$ cat src/verilog/ldcs_params.svh
// Purpose : Constants for the LED display command and settings block
// Assumes : 16-bit command words, upper nibble selects the mode
// Notes   : Timing counts are derived from the reference clock rate
`ifndef LDCS_PARAMS_SVH
`define LDCS_PARAMS_SVH

// ********************************************************************
// Command field positions and codes
// ********************************************************************
`define LDCS_MODE_HI      15
`define LDCS_MODE_LO      12
`define LDCS_MODE_BLANK   4'h0
`define LDCS_MODE_NORMAL  4'h1
`define LDCS_MODE_LOAD    4'h2
`define LDCS_MODE_ALLON   4'h3
`define LDCS_MODE_STBY    4'h4
`define LDCS_SEL_DUTY     8'h20
`define LDCS_SEL_DIGDEC   8'h21
`define LDCS_SEL_DATA0    8'h22
`define LDCS_SEL_DATA3    8'h25
`define LDCS_SUB_STANDBY  4'h0
`define LDCS_SUB_CLEAR    4'h1
`define LDCS_DEC_RAW      4'h0
`define LDCS_DEC_CHAR     4'h1

// ********************************************************************
// Reset values
// ********************************************************************
`define LDCS_DUTY_RST     4'hF
`define LDCS_DIGCNT_RST   2'h3
`define LDCS_DECODE_RST   1'b1
`define LDCS_DATA_RST     8'h00

// ********************************************************************
// Timing: one sixteenth of a digit slot
// ********************************************************************
`define LDCS_CLK_PERIOD_NS 50
`define LDCS_TICK_NS       3200
`define LDCS_TICK_CYC \
   ((`LDCS_TICK_NS + `LDCS_CLK_PERIOD_NS - 1) / `LDCS_CLK_PERIOD_NS)

`endif

$ cat src/verilog/ldcs_pkg.sv
// Purpose : Types shared by the LED display command block
// Assumes : Nothing beyond the constants header
// Notes   : Holds only types; numbers live in ldcs_params.svh
package ldcs_pkg;

   // ********************************************************************
   // Display mode selected by the top-level mode commands
   // ********************************************************************
   typedef enum logic [1:0] {
      LDCS_DISP_BLANK,
      LDCS_DISP_NORMAL,
      LDCS_DISP_ALLON
   } ldcs_disp_e;

   typedef logic [7:0] ldcs_byte_t;

endpackage : ldcs_pkg

$ cat src/verilog/ldcs_core.sv
// Purpose : Command decoder and settings store for a 4-digit LED driver
// Assumes : cmd_word/cmd_valid come from serial framing on ref_clk
// Notes   : Character table covers hex 0-F; other codes show blank
`timescale 1ns/10ps
`include "ldcs_params.svh"

// Overview of operation
// - Word 20xxH loads low nibble as digit duty n/16; bits 7-4 ignored.
// - Duty starts at 15/16 and returns there on all-data-clear.
// - Duty, digit count and decode hold until rewritten, reset or clear.
// - Word 21xxH loads low nibble 0-3 as digit count, digits 0..n.
// - Digit count starts at 3 and returns to 3 on all-data-clear.
// - In 21H word bits 7-4: 0 selects raw, 1 selects decode.
// - Decode mode is the start state and is restored by all-data-clear.
// - Raw mode: data bits 0-7 drive segments a-g then dot; start low.
// - Word 4xx0H enters standby: settings kept, outputs off.
// - Word 4xx1H clears every setting to its initial state.
// - Don't-care command bits are ignored either way.
// - Words 22xxH to 25xxH load data registers of digits 0 to 3.
// - Decode mode: data bit 6 alone drives the decimal point.
module ldcs_core #(
   parameter int TICK_CYC = `LDCS_TICK_CYC  // Cycles per sixteenth
) (
   input  wire logic        ref_clk,         // Reference clock, 20 MHz
   input  wire logic        resetn,          // Async reset, active low
   input  wire logic [15:0] cmd_word,        // Framed command word
   input  wire logic        cmd_valid,       // One-cycle word strobe
   output logic      [6:0]  segment_out,     // Segments a..g, high = on
   output logic             decimal_point_output, // Dot, high = on
   output logic      [3:0]  digit_drive,     // Digit drivers 0..3
   output logic             standby_out      // Low-bias standby state
);

   // ********************************************************************
   // Parameter check
   // ********************************************************************
   generate
      if (TICK_CYC < 2 || TICK_CYC > 4096) begin : g_bad_tick
         $error("ldcs_core: TICK_CYC out of range");
      end
   endgenerate

   // ********************************************************************
   // Command decode
   // ********************************************************************
   logic [3:0] mode;
   logic [7:0] sel;
   logic       is_load;
   logic       is_stby;
   logic       is_clear;
   logic       is_wake;
   logic       is_duty;
   logic       is_digdec;
   logic       is_data;
   logic [1:0] data_sel;

   // Only the documented fields are compared, so don't-care bits drop out
   assign mode      = cmd_word[`LDCS_MODE_HI:`LDCS_MODE_LO];
   assign sel       = cmd_word[15:8];
   assign is_load   = cmd_valid && (mode == `LDCS_MODE_LOAD);
   assign is_duty   = is_load && (sel == `LDCS_SEL_DUTY);
   assign is_digdec = is_load && (sel == `LDCS_SEL_DIGDEC);
   assign is_data   = is_load && (sel >= `LDCS_SEL_DATA0)
                      && (sel <= `LDCS_SEL_DATA3);
   assign data_sel  = 2'(sel - `LDCS_SEL_DATA0);
   assign is_stby   = cmd_valid && (mode == `LDCS_MODE_STBY)
                      && (cmd_word[3:0] == `LDCS_SUB_STANDBY);
   assign is_clear  = cmd_valid && (mode == `LDCS_MODE_STBY)
                      && (cmd_word[3:0] == `LDCS_SUB_CLEAR);
   // Only real display mode codes wake; undefined modes are ignored
   assign is_wake   = cmd_valid && (mode == `LDCS_MODE_BLANK
                      || mode == `LDCS_MODE_NORMAL
                      || mode == `LDCS_MODE_ALLON);

   // ********************************************************************
   // Settings registers
   // ********************************************************************
   logic [3:0]            duty_r;
   logic [1:0]            digcnt_r;
   logic                  decode_r;
   ldcs_pkg::ldcs_byte_t  data_r [4];
   ldcs_pkg::ldcs_disp_e  disp_r;
   logic                  standby_r;

   // Duty: only the low nibble is kept, held between commands
   always_ff @(posedge ref_clk or negedge resetn) begin
      if (!resetn) begin
         duty_r <= `LDCS_DUTY_RST;
      end else if (is_clear) begin
         duty_r <= `LDCS_DUTY_RST;
      end else if (is_duty) begin
         duty_r <= cmd_word[3:0];
      end
   end

   // Digit count; codes above 3 leave the count unchanged
   always_ff @(posedge ref_clk or negedge resetn) begin
      if (!resetn) begin
         digcnt_r <= `LDCS_DIGCNT_RST;
      end else if (is_clear) begin
         digcnt_r <= `LDCS_DIGCNT_RST;
      end else if (is_digdec && cmd_word[3:2] == 2'h0) begin
         digcnt_r <= cmd_word[1:0];
      end
   end

   // Decode select shares the 21H word; unknown codes keep the setting
   always_ff @(posedge ref_clk or negedge resetn) begin
      if (!resetn) begin
         decode_r <= `LDCS_DECODE_RST;
      end else if (is_clear) begin
         decode_r <= `LDCS_DECODE_RST;
      end else if (is_digdec && cmd_word[7:4] == `LDCS_DEC_RAW) begin
         decode_r <= 1'b0;
      end else if (is_digdec && cmd_word[7:4] == `LDCS_DEC_CHAR) begin
         decode_r <= 1'b1;
      end
   end

   // Display data per digit
   always_ff @(posedge ref_clk or negedge resetn) begin
      if (!resetn) begin
         for (int i = 0; i < 4; i++) begin
            data_r[i] <= `LDCS_DATA_RST;
         end
      end else if (is_clear) begin
         for (int i = 0; i < 4; i++) begin
            data_r[i] <= `LDCS_DATA_RST;
         end
      end else if (is_data) begin
         data_r[data_sel] <= cmd_word[7:0];
      end
   end

   // Display mode: dark until normal or all-on mode is commanded
   always_ff @(posedge ref_clk or negedge resetn) begin
      if (!resetn) begin
         disp_r <= ldcs_pkg::LDCS_DISP_BLANK;
      end else if (is_clear) begin
         disp_r <= ldcs_pkg::LDCS_DISP_BLANK;
      end else if (cmd_valid && mode == `LDCS_MODE_BLANK) begin
         disp_r <= ldcs_pkg::LDCS_DISP_BLANK;
      end else if (cmd_valid && mode == `LDCS_MODE_NORMAL) begin
         disp_r <= ldcs_pkg::LDCS_DISP_NORMAL;
      end else if (cmd_valid && mode == `LDCS_MODE_ALLON) begin
         disp_r <= ldcs_pkg::LDCS_DISP_ALLON;
      end
   end

   // Standby keeps every setting; a display mode command wakes it
   always_ff @(posedge ref_clk or negedge resetn) begin
      if (!resetn) begin
         standby_r <= 1'b0;
      end else if (is_stby) begin
         standby_r <= 1'b1;
      end else if (is_clear || is_wake) begin
         standby_r <= 1'b0;
      end
   end

   // ********************************************************************
   // Scanning and output drive
   // ********************************************************************
   logic [1:0] scan_idx;
   logic       digit_on;
   logic       run;

   assign run = !standby_r && (disp_r != ldcs_pkg::LDCS_DISP_BLANK);

   ldcs_scan #(
      .TICK_CYC   (TICK_CYC)
   ) u_scan (
      .ref_clk    (ref_clk),
      .resetn     (resetn),
      .run        (run),
      .num_digits (digcnt_r),
      .duty       (duty_r),
      .digit_idx  (scan_idx),
      .digit_on   (digit_on)
   );

   // Hex glyphs, bit 0 = segment a; codes outside 0-F are blank
   function automatic logic [6:0] char_seg(input logic [5:0] code);
      logic [6:0] s;
      s = 7'h00;
      unique case (code)
         6'h00: s = 7'h3F;
         6'h01: s = 7'h06;
         6'h02: s = 7'h5B;
         6'h03: s = 7'h4F;
         6'h04: s = 7'h66;
         6'h05: s = 7'h6D;
         6'h06: s = 7'h7D;
         6'h07: s = 7'h07;
         6'h08: s = 7'h7F;
         6'h09: s = 7'h6F;
         6'h0A: s = 7'h77;
         6'h0B: s = 7'h7C;
         6'h0C: s = 7'h39;
         6'h0D: s = 7'h5E;
         6'h0E: s = 7'h79;
         6'h0F: s = 7'h71;
         default: s = 7'h00;
      endcase
      return s;
   endfunction : char_seg

   logic [6:0]           seg_nxt;
   logic                 dp_nxt;
   logic [3:0]           dig_nxt;
   ldcs_pkg::ldcs_byte_t cur;

   // Next output pattern for the digit in its slot
   always_comb begin
      cur     = data_r[scan_idx];
      seg_nxt = 7'h00;
      dp_nxt  = 1'b0;
      dig_nxt = 4'h0;
      if (run && digit_on) begin
         dig_nxt[scan_idx] = 1'b1;
         if (disp_r == ldcs_pkg::LDCS_DISP_ALLON) begin
            seg_nxt = 7'h7F;
            dp_nxt  = 1'b1;
         end else if (decode_r) begin
            seg_nxt = char_seg(cur[5:0]);
            dp_nxt  = cur[6];
         end else begin
            seg_nxt = cur[6:0];
            dp_nxt  = cur[7];
         end
      end
   end

   // Outputs are registered to keep the pins glitch-free
   always_ff @(posedge ref_clk or negedge resetn) begin
      if (!resetn) begin
         segment_out          <= 7'h00;
         decimal_point_output <= 1'b0;
         digit_drive          <= 4'h0;
         standby_out          <= 1'b0;
      end else begin
         segment_out          <= seg_nxt;
         decimal_point_output <= dp_nxt;
         digit_drive          <= dig_nxt;
         standby_out          <= standby_r;
      end
   end

   // ********************************************************************
   // Checks
   // ********************************************************************
   property p_duty_load;
      @(posedge ref_clk) disable iff (!resetn)
      is_duty |=> duty_r == $past(cmd_word[3:0]);
   endproperty
   a_duty_load: assert property (p_duty_load)
      else $error("duty not loaded from low nibble");

   property p_clear_dflt;
      @(posedge ref_clk) disable iff (!resetn)
      is_clear |=> duty_r == 4'hF && digcnt_r == 2'h3 && decode_r
                   && disp_r == ldcs_pkg::LDCS_DISP_BLANK;
   endproperty
   a_clear_dflt: assert property (p_clear_dflt)
      else $error("clear did not restore defaults");

   property p_hold;
      @(posedge ref_clk) disable iff (!resetn)
      !cmd_valid |=> $stable(duty_r) && $stable(digcnt_r) && $stable(decode_r);
   endproperty
   a_hold: assert property (p_hold)
      else $error("setting changed without a command");

   property p_digcnt;
      @(posedge ref_clk) disable iff (!resetn)
      is_digdec && cmd_word[3:2] == 2'h0 |=> digcnt_r == $past(cmd_word[1:0]);
   endproperty
   a_digcnt: assert property (p_digcnt)
      else $error("digit count not loaded");

   property p_decode_sel;
      @(posedge ref_clk) disable iff (!resetn)
      is_digdec && cmd_word[7:5] == 3'h0 |=> decode_r == $past(cmd_word[4]);
   endproperty
   a_decode_sel: assert property (p_decode_sel)
      else $error("decode select not taken");

   property p_data_load;
      @(posedge ref_clk) disable iff (!resetn)
      is_data |=> data_r[$past(data_sel)] == $past(cmd_word[7:0]);
   endproperty
   a_data_load: assert property (p_data_load)
      else $error("data register not loaded");

   property p_raw_map;
      @(posedge ref_clk) disable iff (!resetn)
      run && digit_on && !decode_r && disp_r == ldcs_pkg::LDCS_DISP_NORMAL
      |=> {decimal_point_output, segment_out} == $past(cur);
   endproperty
   a_raw_map: assert property (p_raw_map)
      else $error("raw mode segments differ from data");

   property p_dp_decode;
      @(posedge ref_clk) disable iff (!resetn)
      run && digit_on && decode_r && disp_r == ldcs_pkg::LDCS_DISP_NORMAL
      |=> decimal_point_output == $past(cur[6]);
   endproperty
   a_dp_decode: assert property (p_dp_decode)
      else $error("decimal point not from data bit 6");

   property p_standby_dark;
      @(posedge ref_clk) disable iff (!resetn)
      is_stby |=> ##1 standby_out && digit_drive == 4'h0
                  && segment_out == 7'h00;
   endproperty
   a_standby_dark: assert property (p_standby_dark)
      else $error("outputs not off in standby");

endmodule : ldcs_core

$ cat src/verilog/ldcs_scan.sv
// Purpose : Digit scanner with sixteen-step on-time control
// Assumes : Same clock as the command decoder
// Notes   : A slot is sixteen ticks; the digit is on for duty ticks
`timescale 1ns/10ps
module ldcs_scan #(
   parameter int TICK_CYC = 64              // Cycles per sixteenth
) (
   input  wire logic       ref_clk,         // Reference clock
   input  wire logic       resetn,          // Async reset, active low
   input  wire logic       run,             // Scanning allowed
   input  wire logic [1:0] num_digits,      // Highest enabled digit
   input  wire logic [3:0] duty,            // On-time in sixteenths
   output logic      [1:0] digit_idx,       // Digit in its slot
   output logic            digit_on         // Digit may be lit now
);

   localparam int PRE_W = $clog2(TICK_CYC);

   // ********************************************************************
   // Parameter check
   // ********************************************************************
   generate
      if (TICK_CYC < 2) begin : g_bad_tick
         $error("ldcs_scan: TICK_CYC must be at least 2");
      end
   endgenerate

   logic [PRE_W-1:0] pre_r;
   logic [3:0]       tick_r;
   logic [1:0]       idx_r;
   logic             tick_end;

   assign tick_end = (pre_r == PRE_W'(TICK_CYC - 1));

   // Prescaler; idle while stopped so a restart begins a clean slot
   always_ff @(posedge ref_clk or negedge resetn) begin
      if (!resetn) begin
         pre_r <= '0;
      end else if (!run || tick_end) begin
         pre_r <= '0;
      end else begin
         pre_r <= pre_r + PRE_W'(1);
      end
   end

   // Sixteenth counter within a slot
   always_ff @(posedge ref_clk or negedge resetn) begin
      if (!resetn) begin
         tick_r <= 4'h0;
      end else if (!run) begin
         tick_r <= 4'h0;
      end else if (tick_end) begin
         tick_r <= tick_r + 4'h1;
      end
   end

   // Cyclic digit select; wraps early if the count was lowered
   always_ff @(posedge ref_clk or negedge resetn) begin
      if (!resetn) begin
         idx_r <= 2'h0;
      end else if (!run || idx_r > num_digits) begin
         idx_r <= 2'h0;
      end else if (tick_end && tick_r == 4'hF) begin
         idx_r <= (idx_r == num_digits) ? 2'h0 : idx_r + 2'h1;
      end
   end

   assign digit_idx = idx_r;
   // Duty 0 never lights, 15 leaves one dark sixteenth per slot
   assign digit_on  = run && (tick_r < duty) && (idx_r <= num_digits);

   // ********************************************************************
   // Checks
   // ********************************************************************
   property p_scan_step;
      @(posedge ref_clk) disable iff (!resetn)
      run && tick_end && tick_r == 4'hF && idx_r < num_digits
      |=> idx_r == $past(idx_r) + 2'h1;
   endproperty
   a_scan_step: assert property (p_scan_step)
      else $error("scan did not step to the next digit");

   // The digit may only move at the end of its slot
   property p_scan_hold;
      @(posedge ref_clk) disable iff (!resetn)
      run && !(tick_end && tick_r == 4'hF) && idx_r <= num_digits
      |=> $stable(idx_r);
   endproperty
   a_scan_hold: assert property (p_scan_hold)
      else $error("digit changed inside its slot");

endmodule : ldcs_scan

$ cat config.mk
export PLATFORM = sky130hd
export DESIGN_NAME = ldcs_core
export DESIGN_NICKNAME = d
export VERILOG_FILES = /design/src/verilog/ldcs_pkg.sv /design/src/verilog/ldcs_core.sv /design/src/verilog/ldcs_scan.sv
export VERILOG_INCLUDE_DIRS = /design/src /design/src/verilog
export SDC_FILE = /design/constraint.sdc
export NUM_CORES = 1
export LEC_CHECK = 0
export ABC_AREA = 0
export BUFFER_PORTS_ARGS = -buffer_cell sky130_fd_sc_hd__buf_2
export CORE_ASPECT_RATIO = 1.75
export CORE_MARGIN = 2
export CORE_UTILIZATION = 59
export DETAILED_ROUTE_END_ITERATION = 8
export PLACE_DENSITY = 0.79
export SLEW_MARGIN = 5
export SYNTH_ARGS = -nofsm -noshare
export SYNTH_HDL_FRONTEND = slang
export SYNTH_HIERARCHICAL = 1
export SYNTH_SLANG_ARGS = --single-unit
$ cat constraint.sdc
create_clock -name ref_clk -period 3.2 [get_ports ref_clk]
set_clock_uncertainty 0.15 [all_clocks]
set_input_delay 0.32 -clock ref_clk [delete_from_list [all_inputs] [get_ports ref_clk]]
set_output_delay 0.32 -clock ref_clk [all_outputs]
set_load 0.05 [all_outputs]
Yosys cells after proc, flatten, opt, wreduce, memory -nomap -nowiden
Memories as Yosys holds them, arrays and structs flattened.
Index checks and enable logic that the tools add are counted.
{ "word_totals": {"mem_count": 1, "rom_bits": 112, "elab_cells": 125, "input_bits": 19, "out_inout_bits": 13, "regBits": 67} }
{ "mem_list": {"columns": ["name", "depth", "word_bits", "read_ports", "rd_ports_with_merged_regs", "write_ports", "line_no", "rtl"], "rows": [
  ["(no name shown)", 16, 7, 1, 0, 0, "ldcs_core.sv:186", "unique case (code)"]
]} }
{ "classes": {"bitwise_logic": 2, "eq_ne": 13, "order_cmp": 10, "n_reduce_logical": 42, "addsub": 4, "mux": 37} }
{ "op_table": {"columns": ["operator", "n"], "rows": [
  ["2-to-1 mux 32 bit", 2],
  ["bitwise mux 32 bit", 1],
  ["2-to-1 mux 7 bit", 4],
  ["2-to-1 mux 8 bit", 3],
  ["logical AND 1 bit", 22],
  ["2-to-1 mux 4 bit", 5],
  ["2-to-1 mux 2 bit", 9],
  ["binary-select mux 8 bit (select 2 bit)", 1],
  ["demux 8 bit (select 2 bit)", 1],
  ["equality test 8 x 6 -> 1 bit (second input constant)", 2],
  ["equality test 4 x 1 -> 1 bit (second input constant)", 3],
  ["logical NOT 4 bit", 3],
  ["nonzero test 2 bit", 6],
  ["2-to-1 mux 1 bit", 9],
  ["equality test 4 x 2 -> 1 bit (second input constant)", 2],
  [">= comparator 8 x 6 -> 1 bit (second input constant)", 1],
  ["<= comparator 8 x 6 -> 1 bit (second input constant)", 1],
  ["adder 6 x 1 -> 6 bit (second input constant)", 1],
  ["equality test 6 bit (second input constant)", 1],
  [">= comparator 3 bit (second input constant)", 2],
  ["2-to-1 mux 6 bit", 1],
  ["inverter 2 -> 3 bit", 2],
  ["logical OR 1 bit", 5],
  ["adder 4 x 1 -> 4 bit (second input constant)", 1],
  ["other kinds (18)", 20]
]} }

Longest topological paths before layout
{ "depth": {"word_depth": 9, "ltp_mapped": 8, "depth_no_buf": 8} }

Cells and area by module
Netlist, hierarchy kept.
{ "modules_own_cells": {"columns": ["mod", "instances", "seq_area_each_um2", "area_per_inst_um2", "cells_each"], "rows": [
  ["ldcs_core", 1, 1385.1, 2914.0, 281],
  ["ldcs_scan", 1, 300.3, 716.9, 74]
]} }

Worst setup path after synthesis
Ideal clock, no wire load.
{ "synth_timing": {"kind": "register -> register", "start": "reg u_scan.idx_r[0], in the netlist u_scan/digit_idx[0]", "end": "reg segment_out[3]", "period_less_slack_ps": 2389, "stages_incl_launch_ff": 8, "arrival_time_ps": 2102, "n_path_buf": 1, "setup_slack_ps": 811, "t_required_ps": 2913, "setup_time_ps": 137, "path_cell_list": "dfrtp_1 -> buf_2 -> mux4_2 -> inv_1 -> ha_1 -> and2_1 -> o2111ai_1 -> a31oi_1"} }
{ "synth_via": {"elab_chain_cells": 9, "elab_cells_between_ends": 13, "cone_classes": "1 x order compare; 7 x mux; 1 x bitwise; 3 x reduce/logical; 1 x memory"} }
{ "synth_rtl": {"columns": ["element", "line_no", "rtl"], "rows": [
  ["from (decl)", "ldcs_scan.sv:30", "logic [1:0] idx_r;"],
  ["from (signal assigned)", "ldcs_scan.sv:64", "idx_r <= (idx_r == num_digits) ? 2'h0 : idx_r + 2'h1;"],
  ["inverter 2 -> 3 bit (implied by the code)", "ldcs_core.sv:215", "cur = data_r[scan_idx];"],
  ["binary-select mux 8 bit (select 2 bit)", "ldcs_core.sv:215", null],
  ["2-to-1 mux 8 bit (implied by the code) (2 in a row)", "ldcs_core.sv:215", null],
  ["memory read (16 x 7 bit) / logical NOT 2 bit (equally long branches)", null, null],
  ["2-to-1 mux 7 bit", "ldcs_core.sv:186", null],
  ["2-to-1 mux 7 bit", "ldcs_core.sv:224", "end else if (decode_r) begin"],
  ["2-to-1 mux 7 bit", "ldcs_core.sv:221", "if (disp_r == ldcs_pkg::LDCS_DISP_ALLON) begin"],
  ["2-to-1 mux 7 bit (*)", "ldcs_core.sv:219", "if (run && digit_on) begin"],
  ["net seg_nxt[3]", "ldcs_core.sv:208", "logic [6:0] seg_nxt;"],
  ["to (signal assigned)", "ldcs_core.sv:242", "segment_out <= seg_nxt;"],
  ["to (decl)", "ldcs_core.sv:28", "output logic [6:0] segment_out,"]
]} }
Mark *: on every way through the listed nets, which the timed path passes. The rest lies on a longest branch. The select of a mux whose other input is x is not followed.
A chain may end at the register's enable or synchronous reset.

Worst setup path in the final report
{ "layout_timing": {"start": "reg digcnt_r[1]", "end": "reg segment_out[0]"} }
{ "layout_via": {"elab_chain_cells": 4} }
{ "layout_rtl": {"columns": ["element", "line_no", "rtl"], "rows": [
  ["from (decl)", "ldcs_core.sv:79", "logic [1:0] digcnt_r;"],
  ["from (signal assigned)", "ldcs_core.sv:99", "digcnt_r <= `LDCS_DIGCNT_RST;"],
  ["from (signal assigned)", "ldcs_core.sv:101", "digcnt_r <= `LDCS_DIGCNT_RST;"],
  ["from (signal assigned)", "ldcs_core.sv:103", "digcnt_r <= cmd_word[1:0];"],
  ["<= comparator 2 bit", "ldcs_scan.sv:70", "assign digit_on = run && (tick_r < duty) && (idx_r <= num_digits);"],
  ["logical AND 1 bit", "ldcs_scan.sv:70", null],
  ["net digit_on", "ldcs_core.sv:165", "logic digit_on;"],
  ["logical AND 1 bit", "ldcs_core.sv:219", null],
  ["2-to-1 mux 7 bit", "ldcs_core.sv:219", null],
  ["net seg_nxt[0]", "ldcs_core.sv:208", null]
]} }
The timed path passes the listed nets, and every way through them passes these cells.

==> summary.txt <==
Synth
  – Post-Synth Adder-Cell Area: 4.48%
  – Asr flop ratio synth: 100%
  – Synth Area in Simple Gates: 18.8%
  – Synth top area cells: dfrtp_1 41%, mux4_2 5.6%, dfstp_2 5.1%
  – Multiplexer share of the synthesized area: 9.72%
  – FF+latch count, synth: 67
  – Syn_area_per_cell: 10.2 µm²
  – Distinct cells, synth: 52
  – Synthesis Warnings: 6
  – Mapped Cells: 355
  – Top cell type by total area after synthesis: dfrtp_1
  – Syn Nets: 387
  – Synth top area share: 41.4%
  – Ys flop type: dfrtp_1
  – Compound-Gate Fraction of Synth Area: 14.7%
  – Post-Synth XOR/XNOR Area: 0.965%
  – Combinational family with the most area after synthesis: simple AND/OR/NAND/NOR gates
  – Most frequent cells after synthesis: 60 x dfrtp_1, 32 x a21oi_1, 29 x nand3_1, 24 x nor2_1, 23 x o21ai_1
  – Post-synthesis sequential area ratio: 46.4%
  – Post-synth EDFFs: 0
  – Cell Area, Synth: 3630 µm²
  – Top-count cell post-synth: dfrtp_1

Global route
  – Largest net degree at the start of global routing: 51
  – First-pass GRT wire length: 13300 µm
  – GRT Overall Usage: 25.5%
  – Vias in the first global route: 2840
  – Total gr overflow: 0
  – Antenna violations before repair: 0

Clock network
  – Post CTS Setup Buffer Count: 0
  – Clock sink total: 67
  – CTS Hold Buffers Added: 0
  – CTS tree: built
  – Resized Gates After CTS: 0
  – Clk Latency, worst-skew pair: 340 ps
  – Longest Clk Path Bufs: 2
  – Clk root buf: clkbuf_8
  – # H-tree levels: 3
  – Worst-path clk slew: 70 ps
  – Cts bufs inserted: 9

Detailed routing
  – Vias: 2868
  – Post-Route WL: 7790 µm
  – Initial DRC count: 154
  – Drt via density: 6.18
  – Drt drc: 0
  – DRT Pass-1 Iters: 4
  – Wire per inst: 16.8 µm
  – Final ANT Viol Nets: 0

Floorplanning
  – CORE AREA: 5930 µm²
  – Die height: 108 µm
  – I/O pin total: 32
  – Num rows: 37
  – Die X: 63.3 µm
  – Die ar.: 6820 µm²
  – Initial Util: 61.3%

Final layout
  – Diodes inserted: 0
  – Design area: 4010 µm²
  – Layout cells sized above 1: 20.5%
  – Area delta synth->final: 10.3%
  – Non-Filler Instances: 464
  – Final #Nets: 414

Pwr
  – Logic pwr share: 17.9%
  – Max rail drop VDD: 330 µV
  – Switching power: 0.000586 W
  – Pint: 0.00138 W
  – Clock Power Share: 32.7%
  – Flop pwr share: 49.4%
  – Sw Share: 29.8%
  – Static leakage: 1.79 nW
  – Pwr dens: 491 nW/µm²

STA
  – Hold_ws: 33.9 ps
  – TNS Setup: 0 ps
  – Endpoints failing hold: 0
  – FMAX: 398 MHz
  – Measured slew at the worst slew-check pin: 1100 ps
  – Max-slew violation count: 0
  – # setup viols final: 0
  – Max-slew headroom: 26.4%
  – Fin crit share: 78.5%
  – Final min period: 2510 ps
  – RSZ-0062 raised after global routing: false
  – Final WS setup: 688 ps

Run
  – Max cap viols: 0

Placement
  – # port buffers: 31
  – Cell Area, Placed: 3830 µm²
  – Place WS: 691 ps
  – Placed cell count: 449
  – Post-DP HPWL: 5550 µm
  – GPL Wtd Cong: 0.826

Status
  – Outcome: complete, no violations

Critical path
  – Worst R2R End: segment_out[0]
  – Reg2reg start: digcnt_r[1]
  – CP Launch Type: register
  – Crit path max fanout: 11
  – Type of the worst setup path: register to register
  – R2R cell count: 8
  – Worst setup EP type: register
  – CP Data Arrival Time: 2630 ps
  – Crit path required time: 3320 ps
  – R2r setup slk: 690 ps

Min path
  – Worst hold path class: primary input to async pin
==> cells in the final DEF (no fill, tap or decap), drive strengths merged, types with 2 or more instances in the layout <==
master,count
dfrtp,60
buf,36
a21oi,32
o21ai,31
nand3,30
nor2,24
inv,22
mux2i,15
nand2,14
ha,13
clkbuf,13
mux4,9
nand4,7
dfstp,7
o2111ai,6
nor2b,5
nand3b,5
o31ai,5
nor3b,5
or3,5
or4,4
nor3,3
and2,3
nand2b,3
xnor2,2
and4,2
a211oi,2
or3b,2
nor4,2
clkinv,2
xor2,2
a2111o,2
==> worst max-delay path by stage <==
stage	from	to	slack, ps	cells past startpoint
6_report	digcnt_r[1]	segment_out[0]	690	8
2_1_floorplan	u_scan/digit_idx[0]	segment_out[3]	810	7
3_3_place_gp	digcnt_r[1]	segment_out[0]	760	8
3_5_place_dp	digcnt_r[1]	segment_out[0]	690	8
4_1_cts	digcnt_r[1]	segment_out[0]	690	8
5_1_grt	digcnt_r[1]	segment_out[0]	500	8
==> per-layer routing <==
metal | GRT usage, % | wire length, µm
met5 | 0 | 0
met4 | 14.3 | 270
met3 | 5.44 | 303
met2 | 43.5 | 4090
met1 | 29.5 | 3120
==> critical path: stages, from the launching register on <==
cell      delay, ps
dfstp_2         530
inv_1            40
ha_1            330
nor2b_1         150
o31a_1          270
a211oi_1        290
nand2_1         300
a31o_1          270
a21oi_1         110
==> through the flow <==
step                util [%]  power, W
floorplan                  -   0.00123
finish                  67.6   0.00197
CTS                     67.6   0.00198
detailed placement      64.6   0.00134
global placement        64.6   0.00133
global route            67.6   0.00206
==> flip-flops by register name, indices dropped and copies added (netlist names) <==
register	cells
u_scan/pre_r	6
duty_r	4
digit_drive	4
standby_out	1
u_scan/digit_idx	2
segment_out	7
u_scan/tick_r	4
decode_r	1
digcnt_r	2
decimal_point_output	1
standby_r	1
data_r	32
disp_r	2
==> cell type report <==
class                      count  area, µm²
fill                         500       1920
multi-input combinational    246       1770
sequential                    67       1690
timing repair buffer          36        193
clock buffer                  13        169
tap                           78       97.6
inverter                      22       82.6
clock inverter                 2       10.0
==> cell families after synthesis <==
logic type	after synthesis
AND/OR/NAND/NOR	116
AO/OA/AOI/OAI	89
flip-flops	67
buffers and inverters	42
multiplexers	24
adder cells (fa/ha/maj)	13
XOR/XNOR	4
==> power groups by stage <==
stage                     Sequential [W]  Clock (W)  Combinational (W)
after floorplan                  0.00103          0           0.000201
after CTS                       0.000973   0.000653           0.000354
after global placement          0.000985          0           0.000342
after global routing            0.000983   0.000686           0.000387
after detailed placement        0.000989          0           0.000352
final                           0.000973   0.000643           0.000352
(Power assumes the default switching activity.)
